==> config.mk <==
export PLATFORM = sky130hd
export DESIGN_NAME = fpg_gpio
export DESIGN_NICKNAME = d
export VERILOG_FILES = /design/src/fpg_pkg.sv /design/src/fpg_gpio.sv /design/src/fpg_pin_sync.sv
export SDC_FILE = /design/constraint.sdc
export NUM_CORES = 1
export LEC_CHECK = 0
export ABC_AREA = 1
export ABC_CLOCK_PERIOD_IN_PS = 850
export BUFFER_PORTS_ARGS = -buffer_cell sky130_fd_sc_hd__buf_4
export CAP_MARGIN = 20
export CORE_MARGIN = 2
export CORE_UTILIZATION = 49
export DETAILED_ROUTE_END_ITERATION = 10
export PLACE_DENSITY = 0.8
export SLEW_MARGIN = 0
export SYNTH_ARGS = -nofsm -noshare
export SYNTH_HDL_FRONTEND = slang
export SYNTH_HIERARCHICAL = 1
export SYNTH_SLANG_ARGS = --single-unit
==> constraint.sdc <==
create_clock -name clk_sys_i -period 0.85 [get_ports clk_sys_i]
set_input_delay 0.0425 -clock clk_sys_i [delete_from_list [all_inputs] [get_ports clk_sys_i]]
set_output_delay 0.0425 -clock clk_sys_i [all_outputs]
set_load 0.005 [all_outputs]
==> src/fpg_pkg.sv <==
// constants for the repurposed fan-drive pin logic: register offsets,
// field positions and values after reset.
// assumes a byte-wide register port driven by the device's serial port logic.
package fpg_pkg;

	// ------------------------------------------------------------
	// register offsets on the byte-wide register port
	// ------------------------------------------------------------
	localparam logic [7:0] FPG_OFS_REPURPOSE = 8'h7f; // low nibble: repurpose enables
	localparam logic [7:0] FPG_OFS_PIN_CFG = 8'h80; // direction and polarity pairs
	localparam logic [7:0] FPG_OFS_PIN_STATE = 8'h81; // pin_state register

	// ------------------------------------------------------------
	// field positions and sizes
	// ------------------------------------------------------------
	localparam int FPG_NUM_PINS = 4; // repurposable fan-drive pins
	localparam int FPG_EN_MSB = 3; // pin1 enable bit, pin4 at bit 0
	localparam int FPG_DIR_MSB = 7; // pin1 direction bit, then two bits per pin
	localparam int FPG_POL_MSB = 6; // pin1 polarity bit, then two bits per pin
	localparam int FPG_STATE_LSB = 4; // pin1 state bit, pin4 at bit 7
	localparam int FPG_SYNC_STAGES = 2; // flops on each pin before use

	// ------------------------------------------------------------
	// values after reset
	// ------------------------------------------------------------
	localparam logic [7:0] FPG_RST_REPURPOSE = 8'h00;
	localparam logic [7:0] FPG_RST_PIN_CFG = 8'h00;
	localparam logic [7:0] FPG_RST_PIN_STATE = 8'h00;
	localparam logic [7:0] FPG_RDATA_UNMAPPED = 8'h00; // answer for any other offset

endpackage
==> src/fpg_gpio.sv <==
// top of the repurposed fan-drive pin logic: config and state registers,
// pin steering between fan drive and general-purpose use.
// assumes the serial-port decoder issues one-cycle byte writes and holds
// the read offset; read data follows one clock after the offset.
// Notes on behaviour
// - state bits 7:4 show a pin's state only while that pin is repurposed.
// - bit 7 is pin 4, bit 6 pin 3, bit 5 pin 2, bit 4 pin 1.
// - input pin: state bit read-only, set while input is asserted.
// - polarity bit picks high or low as asserted, for inputs and outputs.
// - output pin: state bit read/write; a one drives the asserted level.
// - bits 3:0 are test bits without function; software leaves them alone.
// - pin state register reads all zeros after reset.
// - enable bits 3..0 of offset 0x7f turn drive outputs 1..4 into pins.
// - direction bit one means output, zero means input.
// - polarity bit one means active high, zero active low.
`timescale 1ns/1ns
`default_nettype none

module fpg_gpio #(
	parameter int NUM_PINS = fpg_pkg::FPG_NUM_PINS
) (
	input wire logic clk_sys_i, // device clock, 10 MHz
	input wire logic reset_i, // synchronous, active high
	input wire logic [7:0] reg_addr_i, // register offset
	input wire logic reg_wr_i, // one-cycle write strobe
	input wire logic [7:0] reg_wdata_i, // write data
	output logic [7:0] reg_rdata_o, // read data, one clock after offset
	input wire logic [NUM_PINS-1:0] fan_drive_i, // drive from fan pwm logic
	input wire logic [NUM_PINS-1:0] pin_in_i, // pin levels, index 0 = pin 1
	output logic [NUM_PINS-1:0] pin_out_o, // level driven onto the pins
	output logic [NUM_PINS-1:0] pin_oe_o // high while the pin is driven
);
	import fpg_pkg::*;

	logic [7:0] repurpose_q;
	logic [7:0] pin_cfg_q;
	logic [NUM_PINS-1:0] out_state_q;
	logic [3:0] test_bits_q;
	logic [NUM_PINS-1:0] en;
	logic [NUM_PINS-1:0] dir;
	logic [NUM_PINS-1:0] pol;
	logic [NUM_PINS-1:0] in_asserted;
	logic [NUM_PINS-1:0] state_view;
	logic [7:0] state_byte;
	logic [7:0] rdata_d;
	logic wr_state;

	// ------------------------------------------------------------
	// field extraction
	// ------------------------------------------------------------
	// pick a bit counting down from msb by a fixed step per pin
	function automatic logic pick_bit(input logic [7:0] value, input int msb, input int step, input int pin);
		pick_bit = value[msb - step * pin];
	endfunction

	always_comb begin
		for (int i = 0; i < NUM_PINS; i++) begin
			en[i] = pick_bit(repurpose_q, FPG_EN_MSB, 1, i);
			dir[i] = pick_bit(pin_cfg_q, FPG_DIR_MSB, 2, i);
			pol[i] = pick_bit(pin_cfg_q, FPG_POL_MSB, 2, i);
		end
	end

	// ------------------------------------------------------------
	// input sensing
	// ------------------------------------------------------------
	fpg_pin_sync #(
		.WIDTH(NUM_PINS)
	) u_sync (
		.clk_sys_i(clk_sys_i),
		.reset_i(reset_i),
		.level_i(pin_in_i),
		.pol_i(pol),
		.asserted_o(in_asserted)
	);

	// ------------------------------------------------------------
	// configuration registers
	// ------------------------------------------------------------
	// upper nibble of the enable register is kept as plain storage
	always_ff @(posedge clk_sys_i) begin
		if (reset_i) begin
			repurpose_q <= FPG_RST_REPURPOSE;
			pin_cfg_q <= FPG_RST_PIN_CFG;
		end else if (reg_wr_i) begin
			if (reg_addr_i == FPG_OFS_REPURPOSE)
				repurpose_q <= reg_wdata_i;
			if (reg_addr_i == FPG_OFS_PIN_CFG)
				pin_cfg_q <= reg_wdata_i;
		end
	end

	// ------------------------------------------------------------
	// pin state register
	// ------------------------------------------------------------
	assign wr_state = reg_wr_i && (reg_addr_i == FPG_OFS_PIN_STATE);

	// output bits take writes only for output pins; input pins keep tracking
	always_ff @(posedge clk_sys_i) begin
		if (reset_i) begin
			out_state_q <= FPG_RST_PIN_STATE[FPG_STATE_LSB +: NUM_PINS];
		end else if (wr_state) begin
			for (int i = 0; i < NUM_PINS; i++) begin
				if (dir[i])
					out_state_q[i] <= reg_wdata_i[FPG_STATE_LSB + i];
			end // input pins ignore the write
		end
	end

	// test bits are stored and read back but steer nothing
	always_ff @(posedge clk_sys_i) begin
		if (reset_i)
			test_bits_q <= FPG_RST_PIN_STATE[3:0];
		else if (wr_state)
			test_bits_q <= reg_wdata_i[3:0];
	end

	// visible state: zero unless repurposed, else sensed or written value
	always_comb begin
		for (int i = 0; i < NUM_PINS; i++)
			state_view[i] = en[i] && (dir[i] ? out_state_q[i] : in_asserted[i]);
		state_byte = {state_view, test_bits_q};
	end

	// ------------------------------------------------------------
	// read path
	// ------------------------------------------------------------
	always_comb begin
		unique case (reg_addr_i)
			FPG_OFS_REPURPOSE: rdata_d = repurpose_q;
			FPG_OFS_PIN_CFG: rdata_d = pin_cfg_q;
			FPG_OFS_PIN_STATE: rdata_d = state_byte;
			default: rdata_d = FPG_RDATA_UNMAPPED;
		endcase
	end

	// registered so the serial shifter sees a stable byte
	always_ff @(posedge clk_sys_i) begin
		if (reset_i)
			reg_rdata_o <= FPG_RDATA_UNMAPPED;
		else
			reg_rdata_o <= rdata_d;
	end

	// ------------------------------------------------------------
	// pin drive
	// ------------------------------------------------------------
	// registered drive avoids glitches while config bits change together
	always_ff @(posedge clk_sys_i) begin
		if (reset_i) begin
			pin_out_o <= '0;
			pin_oe_o <= '0;
		end else begin
			for (int i = 0; i < NUM_PINS; i++) begin
				if (!en[i]) begin
					pin_out_o[i] <= fan_drive_i[i];
					pin_oe_o[i] <= 1'b1;
				end else begin
					pin_out_o[i] <= ~(out_state_q[i] ^ pol[i]);
					pin_oe_o[i] <= dir[i];
				end
			end
		end
	end
endmodule // fpg_gpio

`default_nettype wire

==> src/fpg_pin_sync.sv <==
// two-flop synchroniser for the repurposed pins plus polarity qualifier.
// assumes pin levels arrive asynchronously; polarity is a same-clock level.
`timescale 1ns/1ns
`default_nettype none

module fpg_pin_sync #(
	parameter int WIDTH = 4
) (
	input wire logic clk_sys_i, // device clock
	input wire logic reset_i, // synchronous, active high
	input wire logic [WIDTH-1:0] level_i, // raw pin levels
	input wire logic [WIDTH-1:0] pol_i, // 1 = active high
	output logic [WIDTH-1:0] asserted_o // pin in its asserted condition
);
	import fpg_pkg::*;

	logic [WIDTH-1:0] meta_q;
	logic [WIDTH-1:0] level_q;

	// ------------------------------------------------------------
	// synchroniser: first stage feeds only the second
	// ------------------------------------------------------------
	always_ff @(posedge clk_sys_i) begin
		if (reset_i) begin
			meta_q <= '0;
			level_q <= '0;
		end else begin
			meta_q <= level_i;
			level_q <= meta_q;
		end
	end

	// active-low pins count as asserted while low
	assign asserted_o = ~(level_q ^ pol_i);

endmodule // fpg_pin_sync

`default_nettype wire

After elaboration in Yosys (flattened, before gate mapping). Cells that the tools add are included.

Register bits after elaboration: 48. Bits in latches: 0. Bits in writable memories: 0. Bits in read-only memories: 0. Bits of input ports: 27. Output and inout bits: 16. Logic and storage cells: 49. Memories: 0.

$add $sub $neg: 0. Multiply operators: 0. Divide/modulo/power cells: 0. $lt $le $gt $ge: 0. Eq/ne operators: 3. Shifts and indexed selects: 0. Multiplexer cells: 13. Bitwise operators: 10. Reduce and logical (&&, ||, !) cells: 11.

Operator list (number): 8-bit one-hot mux with 3 select lines (1); 8-bit equality test, second input constant (2); 1-bit 2-to-1 mux (12); 2-bit AND reduction (6); 8-bit by 7-bit equality test with 1-bit output, second input constant (1); 1-bit logical AND (5); 1-bit inverter (4); 4-bit inverter (1); 1-bit XOR (4); 4-bit XOR (1).

Longest topological paths before layout.
Word-level depth: 5. Gate-level depth with buffers: 9. Gate-level depth less buffers: 9.

Cells and area by module. The synthesis kept the hierarchy.

By module, submodules not included: fpg_gpio (instances 1, cells each 260, area each 1816.7 um2, seq. area each 800.8 um2); fpg_pin_sync (instances 1, cells each 45, area each 306.5 um2, seq. area each 160.2 um2).

Worst setup path before layout. OpenSTA, ideal clock, no wires.

Path type: register to register. From: reg pin_cfg_q[6]. To: reg reg_rdata_o[4]. Arrival time: 0.790 ns. Required time: 0.740 ns. Path slack: -0.050 ns. Cell stages (with the launch flop): 10. Path buffers: 0. Period minus slack after synthesis: 0.900 ns. Cells stage by stage: dfxtp_1 inv_1 nand2_1 nand2_1 nand2_1 a21oi_1 nand2_1 nand3_1 nand2_1 inv_1.

Longest elaborated chain between the ends: 5.

RTL lines: from (decl) (line fpg_gpio.sv:36) `logic [7:0] pin_cfg_q;`; from (signal assigned) (line fpg_gpio.sv:89) `pin_cfg_q <= reg_wdata_i;`; 4-bit XOR (line fpg_pin_sync.sv:34) `assign asserted_o = ~(level_q ^ pol_i);`; 4-bit inverter (line fpg_pin_sync.sv:34); net in_asserted[0] (line fpg_gpio.sv:42) `logic [NUM_PINS-1:0] in_asserted;`; 1-bit 2-to-1 mux (line fpg_gpio.sv:121) `state_view[i] = en[i] && (dir[i] ? out_state_q[i] : in_asserted[i]);`; 1-bit logical AND (line fpg_gpio.sv:121); 8-bit one-hot mux with 3 select lines (line fpg_gpio.sv:129) `unique case (reg_addr_i)`; to (signal assigned) (line fpg_gpio.sv:142) `reg_rdata_o <= rdata_d;`; to (decl) (line fpg_gpio.sv:27) `output logic [7:0] reg_rdata_o,`.

The timed path passes the listed nets, and every way through them passes these cells. A chain may end at the register's enable or synchronous reset.

Worst setup path after layout.
From: reg pin_cfg_q[0]. To: reg reg_rdata_o[7].

Same word-level chain as after synthesis.

==> flow_metrics.env <==
export IMPL_io_pins=43
export IMPL_grt_pass1_vias=2128
export IMPL_clockRootBuffer="clkbuf_8"
export IMPL_place_area_mm2=0.00274
export IMPL_avgViaCountPerCell=5.16
export IMPL_slew_viol_final=0
export IMPL_ys_warn_count=6
export IMPL_routed_wl_mm=5.98
export IMPL_die_area_mm2=0.00488
export IMPL_dpl_cell_count=423
export IMPL_antenna_left=0
export IMPL_cts_clk_slew_worst_paths_ns=0.09
export IMPL_drive_gt1_frac=0.350
export IMPL_worst_slack_ns=-0.190
export IMPL_cts_sinks=48
export IMPL_synth_top_family_by_area="simple AND/OR/NAND/NOR gates"
export IMPL_min_from="reset_i"
export IMPL_synth_xor_area_frac=0.0165
export IMPL_final_hold_viol_count=1
export IMPL_yosysSeqAreaShare=0.453
export IMPL_vias=2290
export IMPL_cts_buffers_inserted=5
export IMPL_syn_area_mm2=0.00212
export IMPL_initial_utilization=0.520
export IMPL_finalSetupViolations=6
export IMPL_irDropWorstVdd_uv=1010
export IMPL_fin_skew_ns=0.0111
export IMPL_crit_path_start="pin_cfg_q[0]"
export IMPL_synthMuxAreaShare=0
export IMPL_rr_worst_depth=9
export IMPL_fin_area_mm2=0.00311
export IMPL_cts_tree="built"
export IMPL_synthSimpleGateAreaFrac=0.351
export IMPL_rsz0062_at_grt="yes"
export IMPL_antenna_found_initial=0
export IMPL_end_kind="flop"
export IMPL_timing_rr_start="pin_cfg_q[0]"
export IMPL_startpoint_type="flop"
export IMPL_crit_path_end="reg_rdata_o[7]"
export IMPL_syn_avg_cell_area_um2=6.96
export IMPL_dpl_hpwl_mm=3.86
export IMPL_rows=23
export IMPL_drt_iter0_markers=186
export IMPL_holdCritPathClass="primary input to flop"
export IMPL_die_h_um=69.8
export IMPL_grt_pass1_wl_mm=9.31
export IMPL_wl_per_cell_um=13.5
export IMPL_tightestPinTransition_ns=0.309
export IMPL_track_usage=0.240
export IMPL_grt_max_degree=17
export IMPL_period_needed_ns=1.04
export IMPL_ys_types=21
export IMPL_fin_cells=444
export IMPL_htreeDepth=2
export IMPL_synthAdderAreaFrac=0
export IMPL_final_common_cell="buf_4"
export IMPL_grt_overflow=0
export IMPL_regArea_um2=983
export IMPL_worstSkewPairLatency_ns=0.31
export IMPL_final_cell_mix="74 x buf_4, 63 x nand2_1, 51 x nor2_1"
export IMPL_gp_congestion=0.851
export IMPL_power_density_mw_per_mm2=1440
export IMPL_p_leak_nw=1.52
export IMPL_critPathMaxFanout=3
export IMPL_max_slew_margin=0.793
export IMPL_status="finished, violations left"
export IMPL_crit_arrival_ns=1.31
export IMPL_core_region_area_mm2=0.00409
export IMPL_cap_violations=0
export IMPL_critPathKind="flop to flop"
export IMPL_synth_compound_area_share=0.0660
export IMPL_synth_edf_count=0
export IMPL_syn_inst=305
export IMPL_fp_dieW_um=69.8
export IMPL_n_antenna_cell=0
export IMPL_violations="negative hold slack, negative setup slack"
export IMPL_yosys_register_bits=48
export IMPL_final_nets=420
export IMPL_areaGrowthSynthToFinish_pct=46.3
export IMPL_fillCellCount=298
export IMPL_pre_cts_slack_ns=-0.201
export IMPL_r2r_setup_slack_ns=-0.19
export IMPL_r2r_end="reg_rdata_o[7]"
export IMPL_clockBufferDepth=2
export IMPL_max_freq_mhz=961
export IMPL_period_share=1.22
export IMPL_drt_pre_antenna_iters=5
export IMPL_syn_num_nets=332
export IMPL_route_detailed_drc=0
export IMPL_io_buffers=42
export IMPL_async_flop_share=0
export IMPL_hold_slack_ns=-0.00185
export IMPL_cp_data_required_time_ns=1.12
export IMPL_ys_flop_type="dfxtp_1"
export IMPL_multiInputGateArea_mm2=0.00101
==> state kept, by name, summed over array words and instances (netlist names) <==
register        flops
pin_out_o           4
repurpose_q         8
u_sync/meta_q       4
reg_rdata_o         8
test_bits_q         4
u_sync/level_q      4
pin_cfg_q           8
pin_oe_o            4
out_state_q         4
==> Yosys cell counts, types with 2 or more instances <==
library cell,n,area [µm²]
a21oi_1,16,80.1
buf_2,4,20.0
clkbuf_1,3,11.3
dfxtp_1,48,961
inv_1,47,176
nand2_1,65,244
nand3_1,29,145
nand3_4,2,35.0
nand4_1,8,50.1
nor2_1,58,218
nor2_4,2,22.5
o21ai_0,4,20.0
o21ai_1,8,40.0
xnor2_1,4,35.0
==> metal layers <==
| layer | global-route usage | vias to the layer above | wire length, µm |
|---|---|---|---|
| met1 | 0.278 | 1042 | 2360 |
| met3 | 0.0741 | 24 | 389 |
| li1 | - | 1114 | - |
| met4 | 0.107 | 0 | 168 |
| met5 | 0 | - | 0 |
| met2 | 0.406 | 110 | 3060 |
==> where the power goes <==
group          internal [mW]  switching, mW
sequential              2.28         0.0129
clock                  0.962          0.795
combinational          0.215          0.214
total                   3.46           1.02
==> how the worst min path moves through the flow <==
stage	endpoint	depth (start not counted)
finish	test_bits_q[0]	2
global route	u_sync/level_q[3]	2
CTS	pin_oe_o[3]	2
detailed placement	u_sync/meta_q[3]	3
global placement	u_sync/meta_q[3]	3
floorplan	u_sync/meta_q[0]	2
==> cells by family (layout without fill, tap and decap cells) <==
group | after synthesis | in the layout
simple gates | 166 | 166
xor+xnor | 4 | 4
compound gates | 28 | 28
flops | 48 | 48
buf+inv | 59 | 148
==> per-stage QoR <==
stage / util / setup TNS, ns / hold WS, ns / power (mW)
after global routing: 0.760 / -1.23 / 0.00426 / 4.65
after floorplan: - / -0.00372 / 0.149 / 2.51
after CTS: 0.729 / -0.451 / -0.0146 / 4.49
after detailed placement: 0.670 / -5.18 / 0.249 / 2.72
after global placement: 0.670 / -4.23 / 0.242 / 2.71
final: 0.760 / -0.582 / -0.00185 / 4.48
==> worst max-delay path, cell delays in order, from the launching register on <==
cell and delay [ns]:
dfxtp_2 0.34, inv_1 0.05, nand2_1 0.06, nand2_1 0.06
nand2_1 0.08, a21oi_2 0.15, nand2_1 0.08, nand3_1 0.07
nand2_1 0.05, inv_1 0.05
==> layout make-up <==
type | instances | share of cell area
Clock inverter | 2 | 0.0125
Clock buffer | 6 | 0.0266
Inverter | 49 | 0.0608
Sequential cell | 48 | 0.317
Tap cell | 50 | 0.0201
Multi-Input combinational cell | 198 | 0.325
Timing Repair Buffer | 91 | 0.239
==> timing repair <==
| action | in CTS | in global routing |
|---|---|---|
| endpoints found under the setup margin | 12 | 16 |
| buffers inserted | 0 | 2 |
| hold endpoints to repair | 16 | 1 |
| hold buffers | 10 | 1 |
| resized for setup | 12 | 39 |
| pin swaps | 1 | 20 |
Note: power is estimated with default switching activity, not from simulation.
